--- config.mk ---
export PLATFORM = sky130hd
export DESIGN_NAME = cca_dev_flat
export DESIGN_NICKNAME = d
export VERILOG_FILES = /design/src/logic/cca_pkg.sv /design/src/logic/cca_link_if.sv /design/src/logic/cca_dev.sv /design/src/flat_wrapper.sv
export SDC_FILE = /design/constraint.sdc
export NUM_CORES = 1
export LEC_CHECK = 0
export BUFFER_PORTS_ARGS = -buffer_cell sky130_fd_sc_hd__buf_2
export CAP_MARGIN = 5
export CELL_PAD_IN_SITES_DETAIL_PLACEMENT = 0
export CELL_PAD_IN_SITES_GLOBAL_PLACEMENT = 2
export CORE_ASPECT_RATIO = 0.9
export CORE_MARGIN = 2
export CORE_UTILIZATION = 43
export CTS_CLUSTER_SIZE = 20
export DETAILED_ROUTE_END_ITERATION = 6
export PLACE_DENSITY = 0.87
export SLEW_MARGIN = 10
export SYNTH_ARGS = -nofsm -noshare
export SYNTH_HDL_FRONTEND = slang
export SYNTH_SLANG_ARGS = --single-unit
--- constraint.sdc ---
create_clock -name mclk_i -period 2.8 [get_ports mclk_i]
set_input_delay 0.7 -clock mclk_i [delete_from_list [all_inputs] [get_ports mclk_i]]
set_output_delay 0.7 -clock mclk_i [all_outputs]
set_load 0.03 [all_outputs]
--- src/logic/cca_pkg.sv ---
// Purpose: Shared constants for codec control register access, both ends
// Assumes: Instruction byte 1 = {pwr_down, addr[3:0], read, single, 0}
// Notes:   Byte 2 carries write data or returns read data, MSB first
package cca_pkg;
    localparam int          CLK_MHZ        = 200;
    localparam int          BIT_TIME_NS    = 100;
    localparam int          CTL_DIV        = (BIT_TIME_NS * CLK_MHZ) / 1000;
    localparam logic [4:0]  CTL_DIV_LAST   = 5'(CTL_DIV - 1);

    localparam logic [2:0]  BIT_LAST       = 3'h7;
    localparam logic [4:0]  BITS_ONE_BYTE  = 5'h08;
    localparam logic [4:0]  BITS_TWO_BYTE  = 5'h10;

    localparam int          PWR_BIT        = 7;
    localparam int          ADDR_MSB       = 6;
    localparam int          ADDR_LSB       = 3;
    localparam int          READ_BIT       = 2;
    localparam int          SINGLE_BIT     = 1;

    localparam logic [3:0]  ADDR_CONTROL   = 4'h0;
    localparam logic [3:0]  ADDR_LATCH_DIR = 4'h1;
    localparam logic [3:0]  ADDR_LATCH_VAL = 4'h2;
    localparam logic [3:0]  ADDR_RSVD_LOW  = 4'h3;
    localparam logic [3:0]  ADDR_TX_GAIN   = 4'h4;
    localparam logic [3:0]  ADDR_RX_GAIN   = 4'h5;
    localparam logic [3:0]  ADDR_HYBAL_1   = 4'h6;
    localparam logic [3:0]  ADDR_HYBAL_2   = 4'h7;
    localparam logic [3:0]  ADDR_HYBAL_3   = 4'h8;
    localparam logic [3:0]  ADDR_TX_TS     = 4'h9;
    localparam logic [3:0]  ADDR_RX_TS     = 4'hA;
    localparam logic [3:0]  ADDR_RSVD_HIGH = 4'hB;

    localparam int          CTRL_DELAY_BIT = 3;
    localparam int          CTRL_LOOP_MSB  = 2;
    localparam int          CTRL_LOOP_LSB  = 1;
    localparam logic [1:0]  LOOP_NORMAL    = 2'h0;

    localparam int          TS_EN_BIT      = 7;
    localparam int          TS_PORT_BIT    = 6;
    localparam int          TS_SLOT_MSB    = 5;

    localparam logic [7:0]  REG_RESET      = 8'h00;
    localparam logic [7:0]  GAIN_OFF       = 8'h00;

    localparam logic [1:0]  CR_CMD         = 2'h0;
    localparam logic [1:0]  CR_WDATA       = 2'h1;
    localparam logic [1:0]  CR_STATUS      = 2'h2;
    localparam logic [1:0]  CR_RDATA       = 2'h3;
    localparam int          CMD_READ_BIT   = 4;
    localparam int          CMD_PWR_BIT    = 5;
    localparam int          CMD_SINGLE_BIT = 6;

    function automatic logic cca_is_rsvd(input logic [3:0] a);
        return (a == ADDR_RSVD_LOW) || (a >= ADDR_RSVD_HIGH);
    endfunction
endpackage

--- src/logic/cca_link_if.sv ---
// Purpose: Serial control port between controller and codec
// Assumes: sclk is a one-cycle bit strobe on mclk, sdi valid beside it
// Notes:   Device drives sdo at all times and holds it low while sdo_oe is low
interface cca_link_if;
    logic sel;
    logic sclk;
    logic sdi;
    logic sdo;
    logic sdo_oe;

    modport dev (
        input  sel,
        input  sclk,
        input  sdi,
        output sdo,
        output sdo_oe
    );

    modport ctl (
        output sel,
        output sclk,
        output sdi,
        input  sdo,
        input  sdo_oe
    );
endinterface

--- src/logic/cca_dev.sv ---
// Purpose: Codec end: decodes instructions, holds registers, gates PCM paths
// Assumes: frame_start_i and slot_strobe_i are one-cycle pulses on mclk
// Notes:   Register reset by srst_i or master_reset_pin_i, both synchronous
module cca_dev
    import cca_pkg::*;
(
    input  wire logic       mclk_i,
    input  wire logic       srst_i,
    input  wire logic       master_reset_pin_i,
    input  wire logic       frame_start_i,
    input  wire logic       slot_strobe_i,
    cca_link_if.dev         link,
    output logic      [1:0] dx_oe_o,
    output logic      [1:0] dr_en_o,
    output logic            receive_analog_output_en_o,
    output logic            pwr_up_o,
    output logic            fault_o,
    output logic            delayed_timing_o,
    output logic      [1:0] loop_mode_o,
    output logic            tx_sample_lost_o,
    output logic            rx_sample_lost_o,
    output logic      [7:0] hybrid_balance_first_o,
    output logic      [7:0] hybrid_balance_second_o,
    output logic      [7:0] hybrid_balance_third_o
);
    logic [7:0] reg_ff [16];
    logic [2:0] bit_cnt_ff;
    logic       byte_idx_ff;
    logic [6:0] shift_ff;
    logic [3:0] addr_ff;
    logic       rd_ff;
    logic       rsvd_ff;
    logic       pwr_ff;
    logic       fault_ff;
    logic [7:0] dout_ff;
    logic       sdo_oe_ff;
    logic [5:0] slot_ff;
    logic       tx_hold_ff;
    logic       tx_frm_ff;

    wire        rst_w       = srst_i || master_reset_pin_i;
    wire        bit_w       = link.sclk && link.sel;
    wire        byte_done_w = bit_w && (bit_cnt_ff == BIT_LAST);
    wire  [7:0] byte_w      = {shift_ff, link.sdi};
    wire  [3:0] b1_addr_w   = byte_w[ADDR_MSB:ADDR_LSB];
    wire        b1_rsvd_w   = cca_is_rsvd(b1_addr_w);
    wire        b1_single_w = byte_w[SINGLE_BIT];
    wire        b1_read_w   = byte_w[READ_BIT];
    wire        b1_done_w   = byte_done_w && !byte_idx_ff;
    wire        b2_done_w   = byte_done_w && byte_idx_ff;
    wire        wr_commit_w = b2_done_w && !rd_ff && !rsvd_ff;
    wire  [7:0] rd_sel_w    = b1_rsvd_w ? 8'h00 : reg_ff[b1_addr_w];

    wire        tx_ts_wr_w  = wr_commit_w && (addr_ff == ADDR_TX_TS);
    wire        rx_ts_wr_w  = wr_commit_w && (addr_ff == ADDR_RX_TS);

    wire  [7:0] ctrl_w      = reg_ff[ADDR_CONTROL];
    wire  [7:0] tx_ts_w     = reg_ff[ADDR_TX_TS];
    wire  [7:0] rx_ts_w     = reg_ff[ADDR_RX_TS];
    wire  [1:0] loop_w      = ctrl_w[CTRL_LOOP_MSB:CTRL_LOOP_LSB];
    wire        live_w      = pwr_ff && !fault_ff;
    wire        tx_slot_w   = (slot_ff == tx_ts_w[TS_SLOT_MSB:0]);
    wire        rx_slot_w   = (slot_ff == rx_ts_w[TS_SLOT_MSB:0]);
    wire        tx_gain_on_w = (reg_ff[ADDR_TX_GAIN] != GAIN_OFF);
    wire        rx_gain_on_w = (reg_ff[ADDR_RX_GAIN] != GAIN_OFF);
    wire        tx_conn_w   = live_w && tx_ts_w[TS_EN_BIT] && tx_gain_on_w;
    wire        rx_conn_w   = live_w && rx_ts_w[TS_EN_BIT];
    wire        tx_ok_w     = tx_conn_w && (loop_w == LOOP_NORMAL) && !tx_hold_ff
                              && !tx_ts_wr_w;
    // rx only off in write cycle
    wire        rx_ok_w     = rx_conn_w && !rx_ts_wr_w;
    wire  [1:0] tx_port_w   = tx_ts_w[TS_PORT_BIT] ? 2'h2 : 2'h1;
    wire  [1:0] rx_port_w   = rx_ts_w[TS_PORT_BIT] ? 2'h2 : 2'h1;
    wire  [1:0] nxt_dx_oe   = (tx_ok_w && tx_slot_w) ? tx_port_w : 2'h0;
    wire  [1:0] nxt_dr_en   = (rx_ok_w && rx_slot_w) ? rx_port_w : 2'h0;
    wire        tx_release_w = tx_hold_ff && frame_start_i && tx_frm_ff && !tx_ts_wr_w;

    assign link.sdo    = dout_ff[7];
    assign link.sdo_oe = sdo_oe_ff;

    // Bit and byte framing; deselect always realigns
    always_ff @(posedge mclk_i) begin
        if (rst_w || !link.sel) begin
            bit_cnt_ff  <= 3'h0;
            byte_idx_ff <= 1'b0;
        end else if (bit_w) begin
            bit_cnt_ff <= bit_cnt_ff + 3'h1;
            if (b1_done_w) begin
                // single byte leaves count at zero
                byte_idx_ff <= !b1_single_w;
            end else if (b2_done_w) begin
                byte_idx_ff <= 1'b0;
            end
        end
    end

    always_ff @(posedge mclk_i) begin
        if (rst_w) begin
            shift_ff <= 7'h00;
            addr_ff  <= 4'h0;
            rd_ff    <= 1'b0;
            rsvd_ff  <= 1'b0;
        end else begin
            if (bit_w) begin
                shift_ff <= byte_w[6:0];
            end
            if (b1_done_w) begin
                addr_ff <= b1_addr_w;
                rd_ff   <= b1_read_w;
                rsvd_ff <= b1_rsvd_w;
            end
        end
    end

    always_ff @(posedge mclk_i) begin
        if (rst_w) begin
            for (int i = 0; i < 16; i++) begin
                reg_ff[i] <= REG_RESET;
            end
        end else if (wr_commit_w) begin
            reg_ff[addr_ff] <= byte_w;
        end
    end

    always_ff @(posedge mclk_i) begin
        if (rst_w) begin
            pwr_ff   <= 1'b0;
            fault_ff <= 1'b0;
        end else if (b1_done_w) begin
            pwr_ff <= !byte_w[PWR_BIT];
            if (byte_w[PWR_BIT]) begin
                fault_ff <= 1'b0;
            end else if (b1_rsvd_w && !b1_single_w) begin
                fault_ff <= 1'b1;
            end
        end
    end

    always_ff @(posedge mclk_i) begin
        if (rst_w) begin
            dout_ff   <= 8'h00;
            sdo_oe_ff <= 1'b0;
        end else if (b1_done_w && b1_read_w && !b1_single_w) begin
            dout_ff   <= rd_sel_w;
            sdo_oe_ff <= 1'b1;
        end else if (b2_done_w || !link.sel) begin
            dout_ff   <= 8'h00;
            sdo_oe_ff <= 1'b0;
        end else if (bit_w && byte_idx_ff) begin
            dout_ff <= {dout_ff[6:0], 1'b0};
        end
    end

    always_ff @(posedge mclk_i) begin
        if (rst_w || frame_start_i) begin
            slot_ff <= 6'h00;
        end else if (slot_strobe_i) begin
            slot_ff <= slot_ff + 6'h01;
        end
    end

    always_ff @(posedge mclk_i) begin
        if (rst_w) begin
            tx_hold_ff <= 1'b0;
            tx_frm_ff  <= 1'b0;
        end else if (tx_ts_wr_w) begin
            tx_hold_ff <= 1'b1;
            tx_frm_ff  <= 1'b0;
        end else if (tx_hold_ff && frame_start_i) begin
            tx_hold_ff <= !tx_frm_ff;
            tx_frm_ff  <= 1'b1;
        end
    end

    always_ff @(posedge mclk_i) begin
        if (rst_w) begin
            dx_oe_o          <= 2'h0;
            dr_en_o          <= 2'h0;
            tx_sample_lost_o <= 1'b0;
            rx_sample_lost_o <= 1'b0;
        end else begin
            dx_oe_o          <= nxt_dx_oe;
            dr_en_o          <= nxt_dr_en;
            tx_sample_lost_o <= tx_release_w && tx_conn_w;
            rx_sample_lost_o <= rx_ts_wr_w && rx_conn_w && rx_slot_w;
        end
    end

    always_ff @(posedge mclk_i) begin
        if (rst_w) begin
            receive_analog_output_en_o <= 1'b0;
            pwr_up_o                   <= 1'b0;
            fault_o                    <= 1'b0;
            delayed_timing_o           <= 1'b0;
            loop_mode_o                <= LOOP_NORMAL;
            hybrid_balance_first_o     <= REG_RESET;
            hybrid_balance_second_o    <= REG_RESET;
            hybrid_balance_third_o     <= REG_RESET;
        end else begin
            receive_analog_output_en_o <= rx_conn_w && rx_gain_on_w;
            pwr_up_o                   <= pwr_ff;
            fault_o                    <= fault_ff;
            delayed_timing_o           <= ctrl_w[CTRL_DELAY_BIT];
            loop_mode_o                <= loop_w;
            hybrid_balance_first_o     <= reg_ff[ADDR_HYBAL_1];
            hybrid_balance_second_o    <= reg_ff[ADDR_HYBAL_2];
            hybrid_balance_third_o     <= reg_ff[ADDR_HYBAL_3];
        end
    end
endmodule

--- src/flat_wrapper.sv ---
// flat-port wrapper written by rule: the top's interface ports become plain ports
module cca_dev_flat import cca_pkg::*;
  (mclk_i, srst_i, master_reset_pin_i, frame_start_i, slot_strobe_i, dx_oe_o, dr_en_o, receive_analog_output_en_o, pwr_up_o, fault_o, delayed_timing_o, loop_mode_o, tx_sample_lost_o, rx_sample_lost_o, hybrid_balance_first_o, hybrid_balance_second_o, hybrid_balance_third_o, link_sel, link_sclk, link_sdi, link_sdo, link_sdo_oe);
  cca_link_if link_i ();
  input  wire logic mclk_i;
  input  wire logic srst_i;
  input  wire logic master_reset_pin_i;
  input  wire logic frame_start_i;
  input  wire logic slot_strobe_i;
  output logic      [1:0] dx_oe_o;
  output logic      [1:0] dr_en_o;
  output logic receive_analog_output_en_o;
  output logic pwr_up_o;
  output logic fault_o;
  output logic delayed_timing_o;
  output logic      [1:0] loop_mode_o;
  output logic tx_sample_lost_o;
  output logic rx_sample_lost_o;
  output logic      [7:0] hybrid_balance_first_o;
  output logic      [7:0] hybrid_balance_second_o;
  output logic      [7:0] hybrid_balance_third_o;
  input wire logic [$bits(link_i.sel)-1:0] link_sel;
  input wire logic [$bits(link_i.sclk)-1:0] link_sclk;
  input wire logic [$bits(link_i.sdi)-1:0] link_sdi;
  output wire logic [$bits(link_i.sdo)-1:0] link_sdo;
  output wire logic [$bits(link_i.sdo_oe)-1:0] link_sdo_oe;
  assign link_i.sel = link_sel;
  assign link_i.sclk = link_sclk;
  assign link_i.sdi = link_sdi;
  assign link_sdo = link_i.sdo;
  assign link_sdo_oe = link_i.sdo_oe;
  cca_dev u_core (.mclk_i(mclk_i), .srst_i(srst_i), .master_reset_pin_i(master_reset_pin_i), .frame_start_i(frame_start_i), .slot_strobe_i(slot_strobe_i), .link(link_i), .dx_oe_o(dx_oe_o), .dr_en_o(dr_en_o), .receive_analog_output_en_o(receive_analog_output_en_o), .pwr_up_o(pwr_up_o), .fault_o(fault_o), .delayed_timing_o(delayed_timing_o), .loop_mode_o(loop_mode_o), .tx_sample_lost_o(tx_sample_lost_o), .rx_sample_lost_o(rx_sample_lost_o), .hybrid_balance_first_o(hybrid_balance_first_o), .hybrid_balance_second_o(hybrid_balance_second_o), .hybrid_balance_third_o(hybrid_balance_third_o));
endmodule
* Word level (Yosys, flattened, before mapping)
Memories as Yosys holds them, arrays and structs flattened. A register that Yosys moved wholly into a read port is not among the register bits.
Index checks and enable logic that the tools add are counted.
** Storage, ports and cells
- Word-level logic and storage cells :: 117
- Memory bits (writable) :: 128
- Input port bits :: 8
- Output and inout bits :: 38
- Register bits after elaboration :: 48
- Memories kept :: 1
** Operators by class
- Muxes and demuxes :: 24
- Equal/unequal tests :: 6
- Reductions and logical operators :: 59
- Bitwise gates (word level) :: 2
- Magnitude comparators :: 1
- $add $sub $neg :: 2
** Memory list
- u_core.reg_ff :: depth 16, width 8, rd ports 9, clocked after memory_dff 4, wr ports 16, RTL line cca_dev.sv:26 : logic [7:0] reg_ff [16];
** Operators with widths (count)
- two-way mux 8 bit :: 5
- logical AND 1 bit :: 29
- nonzero test 8 bit :: 2
- two-way mux 1 bit :: 14
- == test 6 bit :: 2
- two-way mux 4 bit :: 3
- logical NOT 1 bit :: 11
- == test 4 bit (second input constant) :: 2
- nonzero test 2 bit :: 4
- OR reduction 8 bit :: 1
- adder 6 x 1 -> 6 bit (second input constant) :: 1
- OR reduction 2 bit :: 3
- logical OR 1 bit :: 5
- == test 4 x 2 -> 1 bit (second input constant) :: 1
- greater-or-equal comparator 4 bit (second input constant) :: 1
- two-way mux 2 bit :: 2
- AND reduction 2 bit :: 2
- adder 3 x 1 -> 3 bit (second input constant) :: 1
- == test 3 bit (second input constant) :: 1
- nonzero test 3 bit :: 1
- logical NOT 2 bit :: 1
- NOT 1 bit :: 2

* Logic depth before layout (Yosys ltp)
Gate-level depths: netlist of the first run.
- Word-level depth :: 11
- Mapped depth :: 8
- Mapped depth without buffers :: 6

* Worst setup path before layout of the first run
No wires, ideal clock.
- Kind :: input to register
- Start :: in master_reset_pin_i
- End :: mem u_core.reg_ff[11][0], enable pin
- Data required time :: 2426 ps
- Arrival time :: 1865 ps
- Stages :: 4
- Path buffers :: 1
- Path slack :: 562 ps
- Setup time :: 374 ps
- Cells stage by stage :: nor2_1 buf_2 nand4_1 o21ai_1
** RTL lines
- start, declared :: RTL line flat_wrapper.sv:7 : input wire logic master_reset_pin_i;
- end, declared :: RTL line cca_dev.sv:26

==> run_results.csv, run 1 <==
group,metric,value,unit
run_status,status,"complete, no violations",
worst_hold_path,min_to,"u_core.rd_ff$_SDFFE_PP0N_",
floorplanning,chipHeight,140,um
synthesis,yosys.area_share.simple,0.195,
final_layout,fillers,1712,
timing,final_hold_viol_count,0,
route,vias_per_cell,5.55,
place,pre_cts_slack,0.275,ns
place,gp_congestion,0.893,
worst_hold_path,hold_path_depth,2,
route,wire_per_inst,21.3,um
critical_path,startpoint_type,"flop",
timing,tightest_slew,0.856,ns
final_layout,final_cell_mix,"and2_1, edfxtp_1, dfxtp_1, buf_2, nand2_1",
clock_network,cts_resized,0,
grt,grt_pass1_vias,5458,
timing,fmax,0.398,GHz
worst_hold_path,hp-class,"reg2reg",
synthesis,post_synth.cell_area_avg,12.9,um^2
timing,slew_headroom,0.429,
synthesis,synthesis.nets,694,
synthesis,synth_seq_cells,204,
clock_network,clk_latency,0.51,ns
synthesis,synth_top_family_by_area,"simple AND/OR/NAND/NOR gates",
floorplanning,num_io_pins,46,
grt,antenna_found_initial,0,
synthesis,synth.mux.area_fraction,0.103,
clock_network,clock_path_buffers,3,
synthesis,synth_cells,683,
critical_path,cp_top_family,"simple AND/OR/NAND/NOR gates",
grt,grt_overflow,0,
place,place_hpwl,15100,um
critical_path,rr_worst_depth,5,
critical_path,worstReg2RegStart,"u_core.bit_cnt_ff[0]$_SDFFE_PP0N_",
synthesis,synth-compound-area-share,0.0482,
clock_network,clkSinkCount,204,
synthesis,ys_seq_area_frac,0.608,
critical_path,path_cells,"ha_1 -> ha_1 -> and2_1 -> nand4_1 -> o21ai_1",
route,dr.pass1.iters,5,
pwr,ir_drop,0.000337,V
clock_network,numCtsBuffers,21,
timing,rsz0062_at_grt,"no",
critical_path,crit_arrival,2.65,ns
synthesis,ys_warn_count,0,
final_layout,final_common_cell,"and2_1",
timing,setup_violations,0,
final_layout,fin_nets,751,
critical_path,cpMaxStageDelayCell,"o21ai_1",
route,drc_errors,0,
floorplanning,num_rows,49,
critical_path,cpMostUsedCell,"ha_1",
clock_network,post_cts_buffers,0,
timing,min_period,2.51,ns
clock_network,cts_root_buffer,"clkbuf_16",
pwr,power,6260,uW
pwr,leakagePower,0.00380,uW
synthesis,synth_cell_types,49,
route,drtIter0Drc,479,
timing,clock_skew,0.0134,ns
critical_path,worstSetupPathDepth,5,
timing,fin_ws,0.287,ns
worst_hold_path,hold_start,"u_core.rd_ff$_SDFFE_PP0N_",
synthesis,synth_fa_ha_area_frac,0.00425,
final_layout,syn_to_final_growth,14.1,%
critical_path,critical_path.max_fanout,11,
critical_path,reg2reg_to,"u_core.reg_ff[12][1]$_SDFFCE_PN0P_",
grt,grt_use_total,0.204,
timing,min_period_over_period,0.898,
clock_network,clkTransAtPathRegs,0.06,ns
clock_network,cts_hold_repair.buffers,0,
route,wl,21500,um
critical_path,critPathCaptureType,"flop",
synthesis,synth_xor_area_frac,0.0169,
timing,setup_tns,0,ns
floorplanning,start_util,0.440,
synthesis,synthFlopType,"edfxtp_1",
run,maxCapViolations,0,
floorplanning,core_area,20000,um^2
floorplanning,die-area,21700,um^2
critical_path,worstSetupPathType,"reg2reg",
synthesis,synth_edf_count,128,
clock_network,cts_tree,"yes",
critical_path,slowest_delay,0.64,ns
route,drtAntennaViolNets,0,
clock_network,cts.htree.levels,1,
critical_path,r2r_setup_slack,0.29,ns
timing,drv_slew,0,
final_layout,n_antenna_cell,0,
place,placed_cells,972,
grt,grt_first_pass_wirelength,33100,um
synthesis,ys_async_sr_fraction,0,
critical_path,worst-path-buf-inv,0,
critical_path,crit_required,2.94,ns
synthesis,syn-cell-area,8830,um^2
final_layout,final_cell_count_no_fill,1010,
floorplanning,die_x,155,um
place,io_buffer_count,45,
route,vias,5601,
pwr,powerDensity,622,nW/um^2
final_layout,drive_above_1_share,0.212,
grt,grt_max_degree,38,
-- power breakdown --
part | leakage [uW] | internal, uW | switching (uW)
clock | 0.000320 | 1540 | 1130
sequential | 0.00201 | 3300 | 62.4
combinational | 0.00147 | 89.2 | 145
-- Yosys cell counts, types with 2 or more instances --
library cell | n | area (um^2)
and2_1 | 160 | 1000
edfxtp_1 | 128 | 3840
dfxtp_1 | 76 | 1520
nand2_1 | 42 | 158
nor2_1 | 32 | 120
mux4_2 | 28 | 631
clkbuf_1 | 27 | 101
a21oi_1 | 18 | 90.1
o21ai_1 | 14 | 70.1
a31oi_1 | 13 | 81.3
mux2_2 | 13 | 146
nand4_1 | 12 | 75.1
buf_2 | 11 | 55.1
o21ai_0 | 9 | 45.0
xor2_1 | 9 | 78.8
mux2i_1 | 8 | 80.1
nand3_1 | 8 | 40.0
xnor2_1 | 8 | 70.1
nand2b_1 | 7 | 43.8
nor2b_1 | 7 | 43.8
nor4_1 | 5 | 31.3
nor3_1 | 4 | 20.0
nor3_2 | 4 | 40.0
a221oi_1 | 3 | 26.3
buf_4 | 3 | 22.5
ha_1 | 3 | 37.5
inv_1 | 3 | 11.3
or3_1 | 3 | 18.8
a2111oi_4 | 2 | 55.1
a22oi_1 | 2 | 15.0
mux4_1 | 2 | 52.6
nand3b_1 | 2 | 15.0
-- sequential cells by signal, summed over array words and instances, names as in the netlist, 3 cells and up, named ones only --
| signal | cells |
|---|---|
| u_core.bit_cnt_ff | 3 |
| hybrid_balance_first_o | 8 |
| u_core.addr_ff | 4 |
| u_core.slot_ff | 6 |
| u_core.dout_ff | 8 |
| u_core.reg_ff | 128 |
| u_core.hybrid_balance_third_o | 8 |
| u_core.shift_ff | 7 |
| hybrid_balance_second_o | 8 |
-- per-layer routing --
layer,vias up,part of all wire,GRT usage,wire length (um)
met5,-,0,0,0
met4,0,0.019,0.0497,405
met3,34,0.083,0.0424,1790
met2,223,0.44,0.303,9480
met1,2778,0.46,0.307,9850
li1,2566,-,-,-
-- layout make-up --
type / instances / area [um^2] / share of cell area
clock buffer: 30 / 581 / 0.0576
clock inverter: 8 / 67.6 / 0.00671
inverter: 3 / 11.3 / 0.00112
multi-input combinational: 433 / 3250 / 0.323
sequential: 204 / 5370 / 0.533
tap: 255 / 319 / 0.0317
timing repair buffer: 77 / 478 / 0.0475
-- worst max path at each step --
stage	start	slack, ns	to
6_report	u_core.bit_cnt_ff[0]$_SDFFE_PP0N_	0.29	u_core.reg_ff[12][1]$_SDFFCE_PN0P_
5_1_grt	u_core.bit_cnt_ff[0]$_SDFFE_PP0N_	0.12	u_core.reg_ff[14][0]$_SDFFCE_PN0P_
4_1_cts	u_core.bit_cnt_ff[0]$_SDFFE_PP0N_	0.29	u_core.reg_ff[12][1]$_SDFFCE_PN0P_
3_5_place_dp	link_sclk	0.27	u_core.reg_ff[12][5]$_SDFFCE_PN0P_
3_3_place_gp	link_sclk	0.36	u_core.reg_ff[12][5]$_SDFFCE_PN0P_
2_1_floorplan	master_reset_pin_i	0.56	u_core.reg_ff[11][0]$_SDFFCE_PN0P_
-- tightest hold or removal path, delay by kind of cell (launching register included) --
kind / cells / cell delay [ns]
compound gates: 1 / 0.05
simple gates: 1 / 0.05
flops: 1 / 0.31
-- cells by family after synthesis --
kind of cell    Yosys count
fa+ha+maj                 3
mux                      51
flops                   204
simple gates            296
buf+inv                  46
xor+xnor                 17
compound gates           66
-- through the flow --
stage / hold slack (ns) / utilization / instance area [um^2]
floorplan: 0.428 / - / 8830
finish: 0.457 / 0.502 / 10100
global placement: 0.445 / 0.470 / 9420
detailed placement: 0.446 / 0.470 / 9420
global route: 0.478 / 0.502 / 10100
CTS: 0.455 / 0.502 / 10100
Power figures use the tool's default switching activity.
==> run 2, diff against run 1 <==
- MAX_ROUTING_LAYER: not set -> met4
==> run 2 against run 1 <==
Compared with the run above:
- combinational power about the same
- cell area unchanged
- critical path depth unchanged
- clock power barely moved
- critical path type unchanged
- sequential share of layout area is the same
==> run_results.csv, run 2 (synthesis results as in run 1) <==
group,metric,value,unit
timing,min_period,2.53,ns
route,wl,21600,um
clock_network,cts_root_buffer,"clkbuf_16",
grt,met3_usage,0.0424,
pwr,ir_drop,0.000338,V
worst_hold_path,hold_path_depth,2,
clock_network,cts_tree,"yes",
timing,drv_slew,0,
route,drtIter0Drc,472,
route,drc_errors,0,
final_layout,final_cell_mix,"and2_1, edfxtp_1, dfxtp_1, buf_2, nand2_1",
critical_path,rr_worst_depth,5,
floorplanning,num_rows,49,
floorplanning,core_area,20000,um^2
timing,setup_tns,0,ns
critical_path,slowest_delay,0.64,ns
place,place_hpwl,15100,um
clock_network,clkTransAtPathRegs,0.06,ns
grt,grt_use_total,0.210,
critical_path,reg2reg_to,"u_core.reg_ff[12][1]$_SDFFCE_PN0P_",
final_layout,final_cell_count_no_fill,1010,
final_layout,final_common_cell,"and2_1",
timing,final_hold_viol_count,0,
critical_path,path_cells,"ha_1 -> ha_1 -> and2_1 -> nand4_1 -> o21ai_1",
clock_network,clkSinkCount,204,
pwr,power,6260,uW
grt,grt-busiest-layer,"met1",
grt,grt_pass1_vias,5457,
grt,grt_overflow,0,
timing,rsz0062_at_grt,"no",
clock_network,post_cts_buffers,0,
floorplanning,die_x,155,um
final_layout,n_antenna_cell,0,
grt,grt_max_degree,38,
worst_hold_path,hold_start,"u_core.rd_ff$_SDFFE_PP0N_",
place,pre_cts_slack,0.275,ns
critical_path,startpoint_type,"flop",
pwr,powerDensity,622,nW/um^2
clock_network,cts_resized,0,
final_layout,syn_to_final_growth,14.1,%
grt,antenna_found_initial,0,
clock_network,clk_latency,0.51,ns
route,vias,5572,
grt,grt_util_met1,0.304,
route,vias_per_cell,5.52,
place,gp_congestion,0.909,
pwr,leakagePower,0.00380,uW
timing,min_period_over_period,0.903,
final_layout,fin_nets,751,
clock_network,numCtsBuffers,21,
place,placed_cells,972,
final_layout,drive_above_1_share,0.212,
grt,grt_first_pass_wirelength,33100,um
timing,setup_violations,0,
worst_hold_path,hp-class,"reg2reg",
floorplanning,die-area,21700,um^2
critical_path,cpMostUsedCell,"ha_1",
critical_path,critPathCaptureType,"flop",
floorplanning,num_io_pins,46,
route,drtAntennaViolNets,0,
timing,slew_headroom,0.412,
critical_path,worstReg2RegStart,"u_core.bit_cnt_ff[0]$_SDFFE_PP0N_",
timing,fin_ws,0.271,ns
worst_hold_path,min_to,"u_core.rd_ff$_SDFFE_PP0N_",
route,dr.pass1.iters,7,
grt,met2_usage,0.304,
timing,fmax,0.395,GHz
clock_network,clock_path_buffers,3,
critical_path,worstSetupPathType,"reg2reg",
floorplanning,start_util,0.440,
run_status,status,"complete, no violations",
critical_path,r2r_setup_slack,0.27,ns
critical_path,crit_required,2.94,ns
clock_network,cts.htree.levels,1,
critical_path,critical_path.max_fanout,11,
timing,tightest_slew,0.880,ns
timing,clock_skew,0.0135,ns
final_layout,largest_register,"u_core.reg_ff",
critical_path,cpMaxStageDelayCell,"o21ai_1",
floorplanning,chipHeight,140,um
critical_path,crit_arrival,2.67,ns
place,io_buffer_count,45,
clock_network,cts_hold_repair.buffers,0,
final_layout,largest_register_ffs,128,
run,maxCapViolations,0,
route,wire_per_inst,21.3,um
## run 2: cell counts in the layout (fill, tap and decap cells not counted)
No cell type changed its count.
## run 2: worst max-delay path: cells and delay by family (launching register included)
family	cells	cell delay [ns]
compound gates	1	0.64
flops	1	0.35
simple gates	2	0.78
fa+ha+maj	2	0.40
## run 2: worst max-delay path by stage
stage,from,endpoint,slack (ns),cells after the start
floorplan,master_reset_pin_i,u_core.reg_ff[11][0]$_SDFFCE_PN0P_,0.56,4
global placement,link_sclk,u_core.reg_ff[12][5]$_SDFFCE_PN0P_,0.36,4
detailed placement,link_sclk,u_core.reg_ff[12][5]$_SDFFCE_PN0P_,0.27,4
CTS,u_core.bit_cnt_ff[0]$_SDFFE_PP0N_,u_core.reg_ff[12][1]$_SDFFCE_PN0P_,0.29,5
global route,u_core.bit_cnt_ff[0]$_SDFFE_PP0N_,u_core.reg_ff[14][0]$_SDFFCE_PN0P_,0.12,5
finish,u_core.bit_cnt_ff[0]$_SDFFE_PP0N_,u_core.reg_ff[12][1]$_SDFFCE_PN0P_,0.27,5
## run 2: routing by layer
metal | up-vias | part of all wire | wire [um]
met5 | - | 0 | 0
met4 | 0 | 0.019 | 412
met3 | 34 | 0.084 | 1810
met2 | 206 | 0.44 | 9430
met1 | 2762 | 0.46 | 9910
li1 | 2570 | - | -
## run 2: area by class of cell
class                           count  area [um^2]
Clock buffer                       30          581
Sequential cell                   204         5370
Timing Repair Buffer               77          478
Fill cell                        1712         9980
Inverter                            3         11.3
Clock inverter                      8         67.6
Multi-Input combinational cell    433         3250
Tap cell                          255          319
## run 2: power by group
part | total, uW | internal (uW) | switching, uW
sequential | 3360 | 3300 | 62.6
clock | 2670 | 1540 | 1130
combinational | 234 | 89.2 | 145
## run 2: metrics by stage
stage / cell area [um^2] / util / hold slack (ns)
detailed placement: 9420 / 0.470 / 0.446
finish: 10100 / 0.502 / 0.459
global route: 10100 / 0.502 / 0.478
CTS: 10100 / 0.502 / 0.455
global placement: 9420 / 0.470 / 0.445
floorplan: 8830 / - / 0.428
==> run 3, diff against run 2 <==
- CORE_UTILIZATION: 43 -> 46
- CTS_CLUSTER_DIAMETER: not set -> 60
- PLACE_DENSITY: 0.87 -> 0.92
- SLEW_MARGIN: 10 -> 20
- clock period: 2.8 -> 3 ns (I/O delays scaled with it)
==> run 3 against run 2 <==
Compared with the run above:
- setup slack improved by 0.24 ns
- critical path type unchanged
- die area is 6.3% lower
- total power fell by 12%
- clock power shrank 18%
- register-to-register slack improved by 0.24 ns
- first-iteration DRC count is 36% higher
- critical path depth up 1
==> run_results.csv, run 3 (synthesis results as in run 1) <==
group,metric,value,unit
critical_path,crit_arrival,2.64,ns
place,place_hpwl,14600,um
critical_path,critPathCaptureType,"flop",
critical_path,path_cells,"ha_1 -> ha_1 -> and2_1 -> nand4_1 -> nor3_2 -> nand2b_1",
floorplanning,die-area,20300,um^2
timing,rsz0062_at_grt,"no",
timing,fmax,0.402,GHz
final_layout,largest_register,"u_core.reg_ff",
final_layout,syn_to_final_growth,12.4,%
critical_path,worstSetupPathType,"reg2reg",
route,wire_per_inst,20.9,um
clock_network,clkTransAtPathRegs,0.07,ns
pwr,power.switching,1220,uW
grt,grt_max_degree,31,
pwr,internal_power,4300,uW
clock_network,post_cts_buffers,0,
grt,grt_first_pass_wirelength,31400,um
clock_network,clock_path_buffers,3,
clock_network,cts_tree,"yes",
route,drtIter0Drc,641,
timing,min_period,2.49,ns
timing,setup_tns,0,ns
floorplanning,core_area,19000,um^2
timing,slew_headroom,0.441,
clock_network,cts_hold_repair.buffers,0,
pwr,leakagePower,0.00372,uW
grt,grt_use_total,0.213,
route,vias_per_cell,5.52,
run_status,status,"complete, no violations",
route,dr.pass1.iters,5,
clock_network,cts_root_buffer,"clkbuf_16",
floorplanning,num_rows,48,
pwr,combinationalPowerShare,0.040,
clock_network,clkSinkCount,204,
final_layout,largest_register_ffs,128,
critical_path,cpMostUsedCell,"ha_1",
grt,grt_pass1_vias,5181,
final_layout,final_cell_mix,"and2_1, edfxtp_1, dfxtp_1, buf_2, nand2_1",
pwr,p_clk_frac,0.394,
route,drc_errors,0,
critical_path,crit_required,3.15,ns
floorplanning,start_util,0.465,
final_layout,drive_above_1_share,0.208,
clock_network,clk_latency,0.49,ns
route,wl,20700,um
timing,final_hold_viol_count,0,
timing,setup_violations,0,
final_layout,final_common_cell,"and2_1",
clock_network,cts.htree.levels,1,
floorplanning,die_x,150,um
place,io_buffer_count,45,
route,vias,5472,
pwr,powerDensity,557,nW/um^2
floorplanning,num_io_pins,46,
clock_network,cts_resized,0,
final_layout,fin_nets,743,
worst_hold_path,hp-class,"reg2reg",
pwr,power,5530,uW
timing,tightest_slew,0.837,ns
final_layout,n_antenna_cell,0,
place,gp_congestion,0.892,
pwr,swShare,0.222,
critical_path,critical_path.max_fanout,11,
timing,min_period_over_period,0.829,
timing,drv_slew,0,
route,drtAntennaViolNets,0,
critical_path,startpoint_type,"flop",
clock_network,numCtsBuffers,16,
pwr,seqPwrFrac,0.566,
critical_path,cpMaxStageDelayCell,"and2_1",
pwr,ir_drop,0.000336,V
run,maxCapViolations,0,
critical_path,slowest_delay,0.45,ns
grt,antenna_found_initial,0,
timing,clock_skew,0.0193,ns
floorplanning,chipHeight,135,um
grt,grt_overflow,0,
## run 3: changes by cell type in the layout (fill, tap and decap cells not counted)
cell and delta:
clkbuf_1 -8, clkbuf_16 -5, buf_4 -3, clkinv_2 -2, clkinv_4 +1, clkinv_8 +1, inv_6 +1, inv_8 +1
## run 3: per-stage QoR
| stage | setup slack [ns] | cell area [um^2] | hold WS [ns] | util | std cells |
|---|---|---|---|---|---|
| 2_1_floorplan | 0.712 | 8830 | 0.428 | - | 683 |
| 3_3_place_gp | 0.491 | 9390 | 0.451 | 0.495 | 964 |
| 3_5_place_dp | 0.463 | 9390 | 0.445 | 0.495 | 964 |
| 4_1_cts | 0.519 | 9920 | 0.455 | 0.523 | 991 |
| 5_1_grt | 0.358 | 9920 | 0.484 | 0.523 | 991 |
| 6_report | 0.514 | 9920 | 0.453 | 0.523 | 991 |
## run 3: power by group through the flow
stage	combinational (uW)	sequential, uW	clock, uW
2_1_floorplan	123	3180	0
3_3_place_gp	215	3190	0
3_5_place_dp	219	3190	0
4_1_cts	220	3130	2200
5_1_grt	236	3140	2290
6_report	221	3130	2180
## run 3: routing by layer
metal  up-vias  global-route usage  part of all wire
met5         -                   -                 0
met4         0              0.0404             0.015
met3        22              0.0323             0.080
met2       228               0.312              0.44
met1      2683               0.321              0.46
li1       2539                   -                 -
## run 3: worst paths after layout
kind / from / end / slack (ns) / depth (start not counted)
setup / recovery: u_core.bit_cnt_ff[0]$_SDFFE_PP0N_ / u_core.reg_ff[8][4]$_SDFFCE_PN0P_ / 0.51 / 6
hold / removal: u_core.rd_ff$_SDFFE_PP0N_ / u_core.rd_ff$_SDFFE_PP0N_ / 0.45 / 2
setup reg to reg: u_core.bit_cnt_ff[0]$_SDFFE_PP0N_ / u_core.reg_ff[8][4]$_SDFFCE_PN0P_ / 0.51 / 6
hold reg to reg: u_core.rd_ff$_SDFFE_PP0N_ / u_core.rd_ff$_SDFFE_PP0N_ / 0.45 / 2
## run 3: worst max-delay path, delay by kind of cell, from the launching register on
family | cells | cell delay [ns]
flops | 1 | 0.36
fa+ha+maj | 2 | 0.42
simple gates | 4 | 1.37
## run 3: final cells by class
class / count / area [um^2]
multi-input cells: 433 / 3250
well taps: 250 / 313
inverters: 3 / 11.3
clock inverters: 10 / 103
flip-flops and latches: 204 / 5370
fillers: 1615 / 9060
clock buffers: 17 / 425
repair buffers: 74 / 455
